File: src/vic_pkg.sv
// ****************************************************************
// Shared constants and types
// ****************************************************************
package vic_pkg;
   // Bus and program counter widths
   localparam int ADDR_W = 8;
   localparam int PC_W = 13;
   // Stack geometry: depth, pointer width, entry index width
   localparam int STACK_DEPTH = 8;
   localparam int SP_W = 4;
   localparam int IDX_W = 3;
   localparam logic [SP_W-1:0] STACK_FULL_LEVEL = 4'h8;
   // Register byte offsets
   localparam logic [ADDR_W-1:0] OFS_CTRL = 8'h00;
   localparam logic [ADDR_W-1:0] OFS_EXT = 8'h04;
   localparam logic [ADDR_W-1:0] OFS_EDGE = 8'h08;
   localparam logic [ADDR_W-1:0] OFS_MISC = 8'h0C;
   localparam logic [ADDR_W-1:0] OFS_TIMER = 8'h10;
   localparam logic [ADDR_W-1:0] OFS_PULL = 8'h14;
   localparam logic [ADDR_W-1:0] OFS_STATUS = 8'h18;
   // Field positions
   localparam int CTRL_GIE_BIT = 0;
   localparam int FLAG_LSB = 4;
   localparam int STAT_FULL_BIT = 4;
   localparam int STAT_MF_LSB = 5;
   // Reset values
   localparam logic [7:0] RST_EDGE = 8'h00;
   localparam logic [3:0] RST_NIBBLE = 4'h0;
   localparam logic [2:0] RST_MISC = 3'h0;
   // Edge select codes, two bits per pin
   localparam logic [1:0] EDGE_OFF = 2'h0;
   localparam logic [1:0] EDGE_RISE = 2'h1;
   localparam logic [1:0] EDGE_FALL = 2'h2;
   localparam logic [1:0] EDGE_BOTH = 2'h3;
   // Vector addresses, in priority order: ext0..ext3, misc group, timer group
   localparam logic [PC_W-1:0] VEC_EXT0 = 13'h0004;
   localparam logic [PC_W-1:0] VEC_EXT1 = 13'h0008;
   localparam logic [PC_W-1:0] VEC_EXT2 = 13'h000C;
   localparam logic [PC_W-1:0] VEC_EXT3 = 13'h0010;
   localparam logic [PC_W-1:0] VEC_MF_MISC = 13'h0014;
   localparam logic [PC_W-1:0] VEC_MF_TIMER = 13'h0018;
   // AXI responses
   localparam logic [1:0] RESP_OKAY = 2'h0;
   localparam logic [1:0] RESP_SLVERR = 2'h2;
   // Core fetch side
   typedef struct packed {
      logic boundary;
      logic call_push;
      logic ret_pop;
      logic return_from_irq_instr_pop;
      logic [PC_W-1:0] next_pc;
   } vic_core_req_t;
   typedef struct packed {
      logic pc_load;
      logic [PC_W-1:0] pc_target;
   } vic_core_rsp_t;
endpackage

File: src/vic_top.sv
// Notes on behaviour
// (RULE1) Source events always set their request flag
// (RULE2) Flag without enable stays, never branches
// (RULE3) Global enable low blocks every interrupt
// (RULE4) Entry pushes next PC, loads vector
// (RULE5) Return-from-interrupt pops PC and resumes
// (RULE6) Pins own vectors; groups share vectors
// (RULE7) Entry clears the global enable
// (RULE8) Flags still latch while enable cleared
// (RULE9) Software may re-enable globally for nesting
// (RULE10) Full stack holds requests until popped
// (RULE11) Simultaneous requests resolved by fixed priority
// (RULE12) Any newly set flag raises wake
// (RULE13) Software presets flag to avoid wake
// (RULE14) Selected pin edge sets pin flag
// (RULE15) Pin branches need global and pin enable
// (RULE16) Edge select: rise, fall, both, off
// (RULE17) Pin interrupt works only when enabled
// (RULE18) Pin entry clears its own flag
// (RULE19) Pull-up choice stays while used
// (RULE20) Misc register: flags 6..4, enables 2..0
// (RULE21) Timer register: flags 7..4, enables 3..0
// (RULE22) Priority order fixed in package constants
`timescale 1ns/10ps
`default_nettype none
module vic_top import vic_pkg::*; (
   input wire logic aclk, // 10 MHz clock
   input wire logic aresetn, // Sync reset, low
   input wire logic [ADDR_W-1:0] awaddr, // Write address
   input wire logic awvalid, // Write address valid
   output logic awready, // Write address ready
   input wire logic [31:0] wdata, // Write data
   input wire logic [3:0] wstrb, // Byte strobes
   input wire logic wvalid, // Write data valid
   output logic wready, // Write data ready
   output logic [1:0] bresp, // Write response
   output logic bvalid, // Write response valid
   input wire logic bready, // Write response ready
   input wire logic [ADDR_W-1:0] araddr, // Read address
   input wire logic arvalid, // Read address valid
   output logic arready, // Read address ready
   output logic [31:0] rdata, // Read data
   output logic [1:0] rresp, // Read response
   output logic rvalid, // Read data valid
   input wire logic rready, // Read data ready
   input wire logic [3:0] ext_irq_pins, // External pins
   input wire logic [2:0] misc_events, // Serial, eeprom, low voltage
   input wire logic [3:0] timer_events, // T2A, T2P, T1A, T1P
   input wire vic_core_req_t core_req, // Core fetch side
   output vic_core_rsp_t core_rsp, // PC load request
   output logic wake, // Wake from sleep or idle
   output logic [3:0] pin_pullup_en // Pull-up select per pin
);
   // ****************************************************************
   // State
   // ****************************************************************
   logic gie_ff, nxt_gie;
   logic [3:0] ext_e_ff, ext_f_ff, nxt_ext_f, pin_prev_ff, pull_ff;
   logic [7:0] edge_ff;
   logic [2:0] misc_f_ff, misc_e_ff, nxt_misc_f;
   logic [3:0] tmr_f_ff, tmr_e_ff, nxt_tmr_f;
   logic [1:0] mf_pend_ff, grp_prev_ff, nxt_mf;
   logic [PC_W-1:0] stack_ff [STACK_DEPTH];
   logic [SP_W-1:0] sp_ff;
   logic pc_load_ff, wake_ff, bvalid_ff, rvalid_ff;
   logic [PC_W-1:0] pc_target_ff;
   logic [1:0] bresp_ff, rresp_ff;
   logic [31:0] rdata_ff;

   // ****************************************************************
   // Register bus decode
   // ****************************************************************
   // Address and data are taken together; one write outstanding at most
   wire aw_fire = awvalid & wvalid & ~bvalid_ff;
   wire ar_fire = arvalid & ~rvalid_ff;
   wire wr_en = aw_fire & wstrb[0];
   wire wr_ctrl = wr_en & (awaddr == OFS_CTRL);
   wire wr_ext = wr_en & (awaddr == OFS_EXT);
   wire wr_edge = wr_en & (awaddr == OFS_EDGE);
   wire wr_misc = wr_en & (awaddr == OFS_MISC);
   wire wr_tmr = wr_en & (awaddr == OFS_TIMER);
   wire wr_pull = wr_en & (awaddr == OFS_PULL);
   wire wr_hit = (awaddr == OFS_CTRL) | (awaddr == OFS_EXT) | (awaddr == OFS_EDGE)
      | (awaddr == OFS_MISC) | (awaddr == OFS_TIMER) | (awaddr == OFS_PULL)
      | (awaddr == OFS_STATUS);
   assign awready = aw_fire;
   assign wready = aw_fire;
   assign arready = ~rvalid_ff;
   assign bvalid = bvalid_ff;
   assign bresp = bresp_ff;
   assign rvalid = rvalid_ff;
   assign rresp = rresp_ff;
   assign rdata = rdata_ff;

   // ****************************************************************
   // External pin edge detection
   // ****************************************************************
   logic [3:0] ext_set;
   genvar gi;
   generate
      for (gi = 0; gi < 4; gi++) begin : g_ext
         wire rise = ext_irq_pins[gi] & ~pin_prev_ff[gi];
         wire fall = ~ext_irq_pins[gi] & pin_prev_ff[gi];
         wire [1:0] sel = edge_ff[2*gi+1:2*gi];
         // Pin acts only while its enable is on and an edge is chosen
         assign ext_set[gi] = ext_e_ff[gi] & (((sel == EDGE_RISE) & rise) // see RULE17
            | ((sel == EDGE_FALL) & fall) | ((sel == EDGE_BOTH) & (rise | fall))); // see RULE16
      end
   endgenerate

   // ****************************************************************
   // Request resolution
   // ****************************************************************
   // Shared-vector groups pend on a fresh enabled request in the group
   wire [1:0] grp_act = {|(tmr_f_ff & tmr_e_ff), |(misc_f_ff & misc_e_ff)}; // see RULE6
   wire [1:0] mf_set = grp_act & ~grp_prev_ff;
   wire [5:0] req = {mf_pend_ff, ext_f_ff & ext_e_ff}; // see RULE2, RULE15
   // Lowest index wins; order is the vector table order
   wire [5:0] grant = req & (~req + 6'h01); // see RULE11, RULE22
   wire stack_full = (sp_ff == STACK_FULL_LEVEL);
   wire stack_empty = (sp_ff == '0);
   wire pop_fire = (core_req.ret_pop | core_req.return_from_irq_instr_pop) & ~stack_empty; // see RULE5
   // A full stack or a return in flight defers entry; nothing is lost
   wire take = core_req.boundary & gie_ff & (|req) & ~stack_full & ~pop_fire; // see RULE3, RULE10
   wire call_fire = core_req.call_push & ~stack_full & ~take & ~pop_fire;
   wire [PC_W-1:0] vec = ({PC_W{grant[0]}} & VEC_EXT0) | ({PC_W{grant[1]}} & VEC_EXT1)
      | ({PC_W{grant[2]}} & VEC_EXT2) | ({PC_W{grant[3]}} & VEC_EXT3)
      | ({PC_W{grant[4]}} & VEC_MF_MISC) | ({PC_W{grant[5]}} & VEC_MF_TIMER); // see RULE6
   wire [5:0] svc_clr = take ? grant : 6'h00;
   wire [SP_W-1:0] sp_m1 = sp_ff - 4'h1;
   wire [PC_W-1:0] stack_top = stack_ff[sp_m1[IDX_W-1:0]];

   // ****************************************************************
   // Flag next values: hardware set beats software or auto clear
   // ****************************************************************
   wire [3:0] ext_base = wr_ext ? wdata[7:4] : ext_f_ff;
   wire [2:0] misc_base = wr_misc ? wdata[6:4] : misc_f_ff;
   wire [3:0] tmr_base = wr_tmr ? wdata[7:4] : tmr_f_ff;
   assign nxt_ext_f = (ext_base & ~svc_clr[3:0]) | ext_set; // see RULE14, RULE18
   assign nxt_misc_f = misc_base | misc_events; // see RULE1, RULE8
   assign nxt_tmr_f = tmr_base | timer_events; // see RULE1, RULE8
   assign nxt_mf = (mf_pend_ff & ~svc_clr[5:4]) | mf_set;
   // Entry clears global enable even if software sets it in the same cycle
   assign nxt_gie = take ? 1'b0 : (wr_ctrl ? wdata[CTRL_GIE_BIT] : gie_ff); // see RULE7
   // Wake on any flag going from clear to set; misc and timer enables ignored, pin flags only set while the pin is enabled
   wire any_new = |(ext_set & ~ext_f_ff) | |(misc_events & ~misc_f_ff)
      | |(timer_events & ~tmr_f_ff); // see RULE12

   // ****************************************************************
   // Read mux
   // ****************************************************************
   wire [7:0] status = {1'b0, mf_pend_ff, stack_full, sp_ff};
   wire rd_hit = (araddr == OFS_CTRL) | (araddr == OFS_EXT) | (araddr == OFS_EDGE)
      | (araddr == OFS_MISC) | (araddr == OFS_TIMER) | (araddr == OFS_PULL)
      | (araddr == OFS_STATUS);
   wire [7:0] rd_byte = (araddr == OFS_CTRL) ? {7'h00, gie_ff}
      : (araddr == OFS_EXT) ? {ext_f_ff, ext_e_ff}
      : (araddr == OFS_EDGE) ? edge_ff
      : (araddr == OFS_MISC) ? {1'b0, misc_f_ff, 1'b0, misc_e_ff} // see RULE20
      : (araddr == OFS_TIMER) ? {tmr_f_ff, tmr_e_ff} // see RULE21
      : (araddr == OFS_PULL) ? {4'h0, pull_ff}
      : (araddr == OFS_STATUS) ? status : 8'h00;

   // ****************************************************************
   // Configuration registers
   // ****************************************************************
   always_ff @(posedge aclk) begin
      if (!aresetn) begin
         ext_e_ff <= RST_NIBBLE;
         edge_ff <= RST_EDGE;
         misc_e_ff <= RST_MISC;
         tmr_e_ff <= RST_NIBBLE;
         pull_ff <= RST_NIBBLE;
      end else begin
         if (wr_ext) ext_e_ff <= wdata[3:0];
         if (wr_edge) edge_ff <= wdata[7:0];
         if (wr_misc) misc_e_ff <= wdata[2:0];
         if (wr_tmr) tmr_e_ff <= wdata[3:0];
         if (wr_pull) pull_ff <= wdata[3:0];
      end
   end
   // Pull-up select is never overridden by the interrupt function
   assign pin_pullup_en = pull_ff; // see RULE19

   // Flags, global enable, pin history
   always_ff @(posedge aclk) begin
      if (!aresetn) begin
         gie_ff <= 1'b0;
         ext_f_ff <= RST_NIBBLE;
         misc_f_ff <= RST_MISC;
         tmr_f_ff <= RST_NIBBLE;
         mf_pend_ff <= 2'h0;
         grp_prev_ff <= 2'h0;
         pin_prev_ff <= RST_NIBBLE;
         wake_ff <= 1'b0;
      end else begin
         gie_ff <= nxt_gie;
         ext_f_ff <= nxt_ext_f;
         misc_f_ff <= nxt_misc_f;
         tmr_f_ff <= nxt_tmr_f;
         mf_pend_ff <= nxt_mf;
         grp_prev_ff <= grp_act;
         pin_prev_ff <= ext_irq_pins;
         wake_ff <= any_new;
      end
   end
   assign wake = wake_ff;

   // ****************************************************************
   // Stack and program counter load
   // ****************************************************************
   // Stack words are data; pointer alone needs reset
   always_ff @(posedge aclk) begin
      if (take | call_fire) stack_ff[sp_ff[IDX_W-1:0]] <= core_req.next_pc; // see RULE4
   end

   always_ff @(posedge aclk) begin
      if (!aresetn) begin
         sp_ff <= '0;
         pc_load_ff <= 1'b0;
         pc_target_ff <= '0;
      end else begin
         if (take | call_fire) sp_ff <= sp_ff + 4'h1;
         else if (pop_fire) sp_ff <= sp_m1;
         pc_load_ff <= take | pop_fire;
         if (take) pc_target_ff <= vec; // see RULE4
         else if (pop_fire) pc_target_ff <= stack_top; // see RULE5
      end
   end
   assign core_rsp.pc_load = pc_load_ff;
   assign core_rsp.pc_target = pc_target_ff;

   // ****************************************************************
   // Bus responses
   // ****************************************************************
   always_ff @(posedge aclk) begin
      if (!aresetn) begin
         bvalid_ff <= 1'b0;
         bresp_ff <= RESP_OKAY;
         rvalid_ff <= 1'b0;
         rresp_ff <= RESP_OKAY;
         rdata_ff <= 32'h0000_0000;
      end else begin
         if (aw_fire) begin
            bvalid_ff <= 1'b1;
            bresp_ff <= wr_hit ? RESP_OKAY : RESP_SLVERR;
         end else if (bready) begin
            bvalid_ff <= 1'b0;
         end
         if (ar_fire) begin
            rvalid_ff <= 1'b1;
            rresp_ff <= rd_hit ? RESP_OKAY : RESP_SLVERR;
            rdata_ff <= {24'h00_0000, rd_byte};
         end else if (rready) begin
            rvalid_ff <= 1'b0;
         end
      end
   end
endmodule
`default_nettype wire

File: config.mk
export PLATFORM = sky130hd
export DESIGN_NAME = vic_top
export DESIGN_NICKNAME = d
export VERILOG_FILES = /design/src/vic_pkg.sv /design/src/vic_top.sv
export SDC_FILE = /design/constraint.sdc
export NUM_CORES = 1
export LEC_CHECK = 0
export ABC_AREA = 1
export BUFFER_PORTS_ARGS = -buffer_cell sky130_fd_sc_hd__buf_2
export CELL_PAD_IN_SITES_DETAIL_PLACEMENT = 0
export CELL_PAD_IN_SITES_GLOBAL_PLACEMENT = 1
export CORE_MARGIN = 5
export CORE_UTILIZATION = 43
export CTS_CLUSTER_DIAMETER = 150
export CTS_CLUSTER_SIZE = 16
export DETAILED_ROUTE_END_ITERATION = 10
export GPL_TIMING_DRIVEN = 0
export PLACE_DENSITY = 0.77
export SYNTH_ARGS = -nofsm -noshare
export SYNTH_HDL_FRONTEND = slang
export SYNTH_SLANG_ARGS = --single-unit
File: constraint.sdc
create_clock -name aclk -period 3.4 [get_ports aclk]
set_clock_uncertainty 0.15 [all_clocks]
set_input_delay 0.68 -clock aclk [delete_from_list [all_inputs] [get_ports aclk]]
set_output_delay 0.68 -clock aclk [all_outputs]
set_load 0.01 [all_outputs]
==> impl_metrics.yaml, run 1 <==
run_status:
  status: "finished clean"
timing:
  timing.final.setup_violations: 0
  fin_crit_sh_pct: 91.4
  hold_violations: 0
  slew_headroom_pct: 42.9
  max_slew.worst_pin.slew_ps: 855
  post-route-worst-setup-slack_ps: 292
  fin_setup_tns_ps: 0
  final_max_slew_viol_count: 0
  post-route-min-period_ps: 3110
  max_clock_freq_mhz: 322
  rsz0062_at_grt: "false"
route:
  dr_total_vias: 6568
  drt_drc_violations_left: 0
  drt_first_pass_iters: 5
  post_drt_via_cell_ratio: 5.23
  route.final.wire_length_um: 22800
  wl_per_cell_um: 18.2
  drt-initial-drc-count: 450
  antenna_violating_nets_post_route: 0
grt:
  antenna_found_initial: 0
  grt.overflow.total: 0
  grt_start_max_net_pins: 18
  grt_pass1_vias: 6348
  grt_first_pass_wirelength_um: 35400
  globalRouteTotalUtil_pct: 21.1
die:
  floorplan.die_area_um2: 21900
  die_width_um: 148
  core_um2: 18700
  floorplan.die.height_um: 148
  initial_core_util_pct: 43.8
  fp-row-count: 50
  num_io_pins: 147
power:
  comb_power_share_pct: 31.8
  cell_internal_pwr_mw: 4.22
  cell_leakage_power_nw: 4.02
  vdd.ir_drop.worst_v: 0.000452
  power_frac_clock_pct: 29.0
  power.switching_fraction_pct: 36.5
  power.switching_mw: 2.42
  powerDensity_nw_per_um2: 684
  sequentialPowerShare_pct: 39.2
cells_and_area:
  n_fill_cell: 1733
  layout.core_utilization_pct: 51.9
  area_delta_synth_final_pct: 18.6
  antenna_cells_inserted: 0
  final_layout_size_suffix_gt1_share_pct: 22.3
  final_design_area_no_fill_um2: 9710
  finalNetCount: 1106
cts:
  cts-root-to-sink-buffers: 2
  clock-root-buffer: "clkbuf_16"
  cts_inserted_buffers: 17
  insertion_delay_ps: 430
  clock-sinks: 178
  path_clk_slew_ps: 70
  cts-htree-levels: 4
  tritoncts: "yes"
hold_path:
  min-delay-path-class: "flip-flop to flip-flop"
setup_path:
  critPathBufInv: 4
  r2r_endpoint: "stack_ff[4][12]"
  setup.worst_path.start: "sp_ff[0]"
  cp-start-kind: "flip-flop"
  cp_data_arrival_time_ps: 3030
  path_depth: 10
  maximum_fanout_count_along_the_critical_path: 13
  end_kind: "flip-flop"
  worst_r2r_setup_slack_ps: 290
  timing.critical_path.max_delay_family: "simple AND/OR/NAND/NOR gates"
  crit_end: "stack_ff[4][12]"
  slowest_delay_ps: 480
  worst-setup-path-type: "flip-flop to flip-flop"
  crit_slowest_cell: "nor2_4"
  path_cells: "buf_4, inv_2, buf_2, ha_1, nand2_4, o22ai_4, nand2_2, inv_2, nand2_1, nor2_4"
  critical_path.most_common_cell: "inv_2"
  rr_worst_depth: 10
  critical_path_required_ps: 3320
  critical_r2r_launch: "sp_ff[0]"
synth:
  synth_cell_types: 49
  netlist_area_um2: 8180
  synth-seq-cells: 178
  netlist_top_cells_area: "edfxtp_1, dfxtp_1, nand2_1"
  syn_area_per_cell_um2: 9.42
  synth_top_cell_area_share_pct: 38.2
  cell_taking_the_most_area_after_synthesis: "edfxtp_1"
  synthCells: 869
  yosysSeqAreaShare_pct: 56.3
  yosysWarningCount: 0
placed_design:
  count_of_input_and_output_buffers: 93
  dpl_cell_area_um2: 9050
  hpwlAfterDp_um: 16200
  post-place-ws_ps: -282
  gp_routability_congestion: 0.879
job:
  drv_cap: 0
-- worst register-to-register path, delay by kind of cell, from the launching register on --
family	cells	cell delay, ps
compound gates	1	250
fa+ha+maj	1	310
buf+inv	4	730
flops	1	360
simple gates	4	950
-- cells in the mapped netlist (all sizes together) --
cell,instances
a22oi,1
nor2,109
nand3,56
edfxtp,104
o21ai,93
a31oi,5
clkbuf,14
conb,1
o221ai,21
o2111ai,2
xnor2,1
a21o,3
nand2,144
a21oi,56
a211oi,7
clkinv,2
nor3,8
inv,84
ha,10
buf,47
and2,1
a221oi,1
o211ai,3
or2,2
dfxtp,74
xor2,3
o22ai,7
o31ai,1
o21a,3
nand4,6
-- area by class of cell --
class                      instances  area, um^2  share of cell area, %
clock buffer                      18         429                   4.42
timing repair buffer              96         517                   5.32
sequential                       178        4600                   47.4
inverter                          86         337                   3.47
clock inverter                    13         144                   1.48
tap                              234         293                   3.02
multi-input combinational        569        3000                   30.9
buffer                            61         380                   3.92
-- flip-flops by register name, indices dropped and copies added (netlist names), 2 cells and up --
| name | cells |
|---|---|
| mf_pend_ff | 2 |
| stack_ff | 104 |
| pin_pullup_en | 4 |
| ext_f_ff | 4 |
| tmr_e_ff | 4 |
| grp_prev_ff | 2 |
| misc_f_ff | 3 |
| misc_e_ff | 3 |
| pc_target_ff | 13 |
| ext_e_ff | 4 |
| sp_ff | 4 |
| pin_prev_ff | 4 |
| edge_ff | 8 |
| rdata | 8 |
| tmr_f_ff | 4 |
-- worst min-delay path by stage --
stage	startpoint	to	cells after the start	slack, ps
final	grp_prev_ff[0]	mf_pend_ff[0]	1	290
after global routing	grp_prev_ff[0]	mf_pend_ff[0]	1	310
after CTS	grp_prev_ff[0]	mf_pend_ff[0]	1	290
after detailed placement	grp_prev_ff[0]	mf_pend_ff[0]	1	280
after global placement	grp_prev_ff[0]	mf_pend_ff[0]	1	280
after floorplan	grp_prev_ff[0]	mf_pend_ff[0]	1	260
-- routing by layer --
metal / GRT usage, % / part of all wire, %
met4: 9.01 / 3.5
met3: 4.32 / 6.8
met2: 34.7 / 49
met1: 27.1 / 41
met5: 0 / 0
-- cell usage in the layout, fill, tap and decap left out, types with 7 or more instances in the layout --
| cell type | n |
|---|---|
| o21ai_0 | 84 |
| clkbuf_16 | 17 |
| a21oi_2 | 10 |
| a21oi_1 | 46 |
| ha_1 | 10 |
| o221ai_1 | 21 |
| nand3_1 | 54 |
| dfxtp_1 | 74 |
| o21ai_1 | 8 |
| inv_1 | 77 |
| nor2_4 | 10 |
| nand2_1 | 134 |
| nor2_1 | 94 |
| buf_2 | 108 |
| edfxtp_1 | 104 |
| a211oi_1 | 7 |
| conb_1 | 26 |
| buf_4 | 30 |
| clkbuf_1 | 14 |
-- power by group through the flow --
stage               registers [mW]  clock network [mW]  logic, mW
floorplan                     2.65                   0       1.33
global placement              2.65                   0       2.01
detailed placement            2.65                   0       2.05
CTS                           2.60                1.96       2.07
global route                  2.62                2.05       2.33
finish                        2.60                1.93       2.11
-- per-stage QoR --
stage	cells	power (mW)	hold WS, ps
floorplan	894	3.98	258
global placement	1221	4.66	278
detailed placement	1222	4.70	276
CTS	1253	6.63	286
global route	1255	7.00	310
finish	1255	6.64	286
-- cells by family after synthesis --
| logic type | count (synthesis) | share of synthesized area, % |
|---|---|---|
| adders and majority gates | 10 | 1.53 |
| other | 1 | 0.0458 |
| DFF | 178 | 56.3 |
| and+or+nand+nor | 326 | 17.9 |
| xor gates and xnor gates | 4 | 0.520 |
| AOI/OAI and AO/OA | 203 | 15.0 |
| buffers and inverters | 147 | 8.76 |
-- what timing repair did --
action / 4_1_cts / 5_1_grt
buffers inserted: 0 / 2
hold buffers: 0 / 0
endpoints found under the setup margin: 91 / 78
pin swaps: 0 / 2
resized for setup: 4 / 4
(Power assumes the default switching activity.)
==> inputs of run 2 (changes only) <==
- CORE_MARGIN: 5 -> not set
- CORE_UTILIZATION: 43 -> 44
- CTS_BUF_LIST: not set -> sky130_fd_sc_hd__clkbuf_4 sky130_fd_sc_hd__clkbuf_8
- PLACE_DENSITY: 0.77 -> 0.79
==> impl_metrics.yaml, run 2 (synthesized netlist as in run 1, its figures left out) <==
placed_design:
  count_of_input_and_output_buffers: 93
  gp_routability_congestion: 0.909
  hpwlAfterDp_um: 15500
setup_path:
  end_kind: "flip-flop"
  crit_slowest_cell: "nor2_2"
  cp-start-kind: "flip-flop"
  cp_data_arrival_time_ps: 3060
  slowest_delay_ps: 770
  critPathBufInv: 3
  critical_path_required_ps: 3340
  maximum_fanout_count_along_the_critical_path: 13
  timing.critical_path.max_delay_family: "simple AND/OR/NAND/NOR gates"
  worst-setup-path-type: "flip-flop to flip-flop"
  path_cells: "buf_4, inv_2, buf_2, ha_1, nand2_4, o22ai_4, nand2_2, nor2_2"
power:
  vdd.ir_drop.worst_v: 0.000372
  power.switching_fraction_pct: 38.5
  cell_leakage_power_nw: 3.95
  power_frac_clock_pct: 24.0
  power_mw: 6.16
  comb_power_share_pct: 33.7
  powerDensity_nw_per_um2: 647
  sequentialPowerShare_pct: 42.2
  power.switching_mw: 2.37
  cell_internal_pwr_mw: 3.79
route:
  dr_total_vias: 6519
  drt_drc_violations_left: 20
  route.final.wire_length_um: 21600
  drt-initial-drc-count: 538
  post_drt_via_cell_ratio: 5.21
  wl_per_cell_um: 17.3
  drt_first_pass_iters: 8
  antenna_violating_nets_post_route: 0
timing:
  holdWs_ps: 259
  final_max_slew_viol_count: 0
  slew_headroom_pct: 34.7
  fin_crit_sh_pct: 91.8
  post-route-min-period_ps: 3120
  hold_violations: 0
  max_slew.worst_pin.slew_ps: 979
  timing.final.setup_violations: 0
  rsz0062_at_grt: "false"
  max_clock_freq_mhz: 320
run_status:
  status: "finished with violations"
  violated_checks: "DRC"
cts:
  tritoncts: "yes"
  cts_inserted_buffers: 17
  clock-sinks: 178
  cts_hold_buf: 0
  cts-htree-levels: 4
  insertion_delay_ps: 470
  clock-root-buffer: "clkbuf_8"
  cts-root-to-sink-buffers: 2
  path_clk_slew_ps: 110
cells_and_area:
  multiInputGateArea_um2: 3000
  finalNetCount: 1107
  area_delta_synth_final_pct: 16.3
  layout.core_utilization_pct: 52.6
  ff_latch_area_um2: 4600
  final_common_cell: "nand2_1"
  largest_reg_flops: 104
  n_fill_cell: 1685
  final_layout_size_suffix_gt1_share_pct: 22.6
  antenna_cells_inserted: 0
  final_cell_mix: "nand2_1, buf_2, edfxtp_1"
grt:
  grt.overflow.total: 0
  globalRouteTotalUtil_pct: 23.3
  grt_pass1_vias: 6067
  grt_start_max_net_pins: 19
  grt_first_pass_wirelength_um: 33500
  antenna_found_initial: 0
die:
  initial_core_util_pct: 45.3
  core_um2: 18100
  num_io_pins: 147
  die_width_um: 138
  fp-row-count: 49
  floorplan.die.height_um: 138
  floorplan.die_area_um2: 19100
job:
  drv_cap: 0
hold_path:
  min-delay-path-class: "primary input to flip-flop"
-- run 2: layout make-up --
type	instances	area share (%)
timing repair buffer	97	5.34
inverter	86	3.54
sequential	178	48.4
clock inverter	15	1.70
buffer	61	4.00
multi-input combinational	569	31.6
tap	229	3.01
clock buffer	17	2.46
-- run 2: worst paths after layout --
path,endpoint,depth (start not counted),slack (ps),startpoint
max,stack_ff[0][2],8,280,sp_ff[0]
min,pin_prev_ff[0],3,260,ext_irq_pins[0]
max reg2reg,stack_ff[0][2],8,280,sp_ff[0]
min reg2reg,mf_pend_ff[0],1,290,grp_prev_ff[0]
-- run 2: timing repair --
action                     4_1_cts  5_1_grt
setup endpoints to repair       78       78
resized for setup                6        4
pin swaps                        0        2
buffers inserted                 0        4
cloned                           0        0
-- run 2: per-stage QoR --
step           std cells  setup slack, ps  TNS (ps)  area (um^2)
2_1_floorplan        894              625         0         8280
3_3_place_gp        1216             -257    -16810         9030
3_5_place_dp        1216             -236    -12130         9030
4_1_cts             1248             86.0         0         9450
5_1_grt             1252              112         0         9520
6_report            1252              279         0         9520
-- run 2: worst min-delay path: stages --
cell and delay [ps]:
buf_2 100, nand2_1 50, inv_1 40
-- run 2: metal layers --
layer / vias to the layer above / track usage (%) / wire (um)
li1: 3221 / - / -
met4: 0 / 9.11 / 454
met2: 253 / 38.8 / 10500
met3: 34 / 4.33 / 1440
met1: 3011 / 30.2 / 9230
met5: - / 0 / 0
-- run 2: power groups by stage --
stage / sequential, mW / combinational [mW] / clock, mW
final: 2.60 / 2.08 / 1.48
after global routing: 2.62 / 2.29 / 1.57
after CTS: 2.60 / 2.05 / 1.50
after detailed placement: 2.65 / 2.03 / 0
after global placement: 2.65 / 2.01 / 0
after floorplan: 2.65 / 1.33 / 0
==> inputs of run 3 (changes only) <==
- CORE_UTILIZATION: 44 -> 43
- CTS_BUF_LIST: sky130_fd_sc_hd__clkbuf_4 sky130_fd_sc_hd__clkbuf_8 -> sky130_fd_sc_hd__clkbuf_16
- PLACE_DENSITY: 0.79 -> 0.77
- TNS_END_PERCENT: not set -> 1
==> impl_metrics.yaml, run 3 (synthesized netlist as in run 1, its figures left out) <==
placed_design:
  gp_routability_congestion: 0.901
  hpwlAfterDp_um: 15500
  place.detailed.instances: 1221
  count_of_input_and_output_buffers: 93
  post-place-ws_ps: -240
setup_path:
  setup.worst_path.start: "sp_ff[0]"
  cp_data_arrival_time_ps: 3060
  timing.critical_path.max_delay_family: "simple AND/OR/NAND/NOR gates"
  slowest_delay_ps: 690
  worst_r2r_setup_slack_ps: 240
  critical_r2r_launch: "sp_ff[0]"
  critPathBufInv: 4
  critical_path_required_ps: 3300
  rr_worst_depth: 10
  r2r_endpoint: "stack_ff[4][3]"
  path_depth: 10
  end_kind: "flip-flop"
  path_cells: "buf_4, inv_2, buf_2, ha_2, nand2_4, o22ai_4, nand2_2, inv_2, nand2_1, nor2_2"
  maximum_fanout_count_along_the_critical_path: 13
  worst-setup-path-type: "flip-flop to flip-flop"
  cp-start-kind: "flip-flop"
  crit_slowest_cell: "nor2_2"
  critical_path.most_common_cell: "inv_2"
  crit_end: "stack_ff[4][3]"
timing:
  max_slew.worst_pin.slew_ps: 920
  slew_headroom_pct: 38.6
  post-route-worst-setup-slack_ps: 240
  fin_crit_sh_pct: 93.0
  final_max_slew_viol_count: 0
  timing.final.setup_violations: 0
  post-route-min-period_ps: 3160
  max_clock_freq_mhz: 316
  holdWs_ps: 284
  hold_violations: 0
  rsz0062_at_grt: "false"
route:
  drt_first_pass_iters: 5
  routedLengthMet1_um: 9380
  drt-initial-drc-count: 472
  top_layer_used: "met4"
  wl_per_cell_um: 17.3
  antenna_violating_nets_post_route: 0
  dr_total_vias: 6459
  met3_wirelength_um: 1000
  route.final.wire_length_um: 21700
  post_drt_via_cell_ratio: 5.15
  drt_drc_violations_left: 0
  routed-wl-met2_um: 10700
cells_and_area:
  multiInputGateArea_um2: 2990
  final_cell_mix: "nand2_1, buf_2, edfxtp_1"
  final_cells: 1254
  n_fill_cell: 1782
  largest_reg_flops: 104
  final_common_cell: "nand2_1"
  finalNetCount: 1104
  antenna_cells_inserted: 0
  area_delta_synth_final_pct: 17.9
  final_layout_size_suffix_gt1_share_pct: 22.5
  ff_latch_area_um2: 4610
power:
  comb_power_share_pct: 31.6
  cell_leakage_power_nw: 4.01
  cell_internal_pwr_mw: 4.14
  vdd.ir_drop.worst_v: 0.000442
  power_mw: 6.57
  power.switching_mw: 2.42
  power_frac_clock_pct: 28.8
  powerDensity_nw_per_um2: 680
  sequentialPowerShare_pct: 39.6
  power.switching_fraction_pct: 36.9
hold_path:
  min-delay-path-class: "flip-flop to flip-flop"
grt:
  grt.overflow.total: 0
  globalRouteTotalUtil_pct: 22.9
  grt_start_max_net_pins: 19
  antenna_found_initial: 0
  grt_pass1_vias: 5959
  grt_first_pass_wirelength_um: 33400
cts:
  cts_hold_buf: 0
  clock-root-buffer: "clkbuf_16"
  tritoncts: "yes"
  insertion_delay_ps: 430
  cts-htree-levels: 4
  cts-root-to-sink-buffers: 2
  cts_setup_buffers: 0
  clock-sinks: 178
  cts_inserted_buffers: 17
  path_clk_slew_ps: 70
die:
  num_io_pins: 147
  floorplan.die_area_um2: 19600
  initial_core_util_pct: 43.8
  fp-row-count: 50
  core_um2: 18700
  floorplan.die.height_um: 140
  die_width_um: 140
run_status:
  status: "finished clean"
job:
  drv_cap: 0
-- run 3: cell types whose count changed in the layout (fill, tap and decap cells not counted), moves of 2 or more --
cell | before | now
clkinvlp_4 | 1 | 3
clkbuf_16 | 0 | 17
nor2_2 | 6 | 9
buf_4 | 33 | 30
clkbuf_8 | 17 | 0
inv_8 | 7 | 5
nor2_4 | 10 | 7
-- run 3: stage by stage --
| stage | util, % | area [um^2] | TNS (ps) |
|---|---|---|---|
| global route | 51.6 | 9650 | 0 |
| detailed placement | 48.3 | 9040 | -14430 |
| CTS | 51.4 | 9620 | -7520 |
| finish | 51.6 | 9650 | 0 |
| global placement | 48.3 | 9040 | -14690 |
| floorplan | - | 8280 | 0 |
-- run 3: worst register-to-register path, delay by kind of cell (launching register included) --
kind | cells | cell delay (ps)
AO/OA/AOI/OAI | 1 | 240
adder cells (fa/ha/maj) | 1 | 280
buffers and inverters | 4 | 700
flip-flops | 1 | 360
AND/OR/NAND/NOR | 4 | 1070
-- run 3: layout make-up --
cell class	instances	share of cell area [%]
flip-flops and latches	178	47.7
repair buffers	94	4.94
multi-input cells	569	31.0
plain buffers	61	3.94
inverters	86	3.49
clock buffers	17	4.41
clock inverters	15	1.49
well taps	234	3.03
-- run 3: what timing repair did --
item,4_1_cts,5_1_grt
pin swaps,0,0
setup endpoints to repair,91,72
gates resized for setup,3,5
-- run 3: layer usage --
metal	GRT usage, %	vias up
met1	29.0	3009
met2	39.3	201
met3	3.25	38
met4	10.0	0
met5	0	-
li1	-	3211
-- run 3: worst min-delay path by stage --
| stage | startpoint | to | slack (ps) | depth (start not counted) |
|---|---|---|---|---|
| after detailed placement | grp_prev_ff[0] | mf_pend_ff[0] | 290 | 1 |
| after CTS | grp_prev_ff[0] | mf_pend_ff[0] | 290 | 1 |
| after global routing | ext_irq_pins[3] | pin_prev_ff[3] | 300 | 3 |
| after floorplan | grp_prev_ff[0] | mf_pend_ff[0] | 260 | 1 |
| final | grp_prev_ff[0] | mf_pend_ff[0] | 280 | 1 |
| after global placement | grp_prev_ff[0] | mf_pend_ff[0] | 280 | 1 |
-- run 3: power groups by stage --
stage	Clock (mW)	Combinational, mW	Sequential (mW)
2_1_floorplan	0	1.33	2.65
3_3_place_gp	0	2.02	2.65
3_5_place_dp	0	2.04	2.65
4_1_cts	1.91	2.05	2.60
5_1_grt	1.99	2.27	2.62
6_report	1.89	2.08	2.60
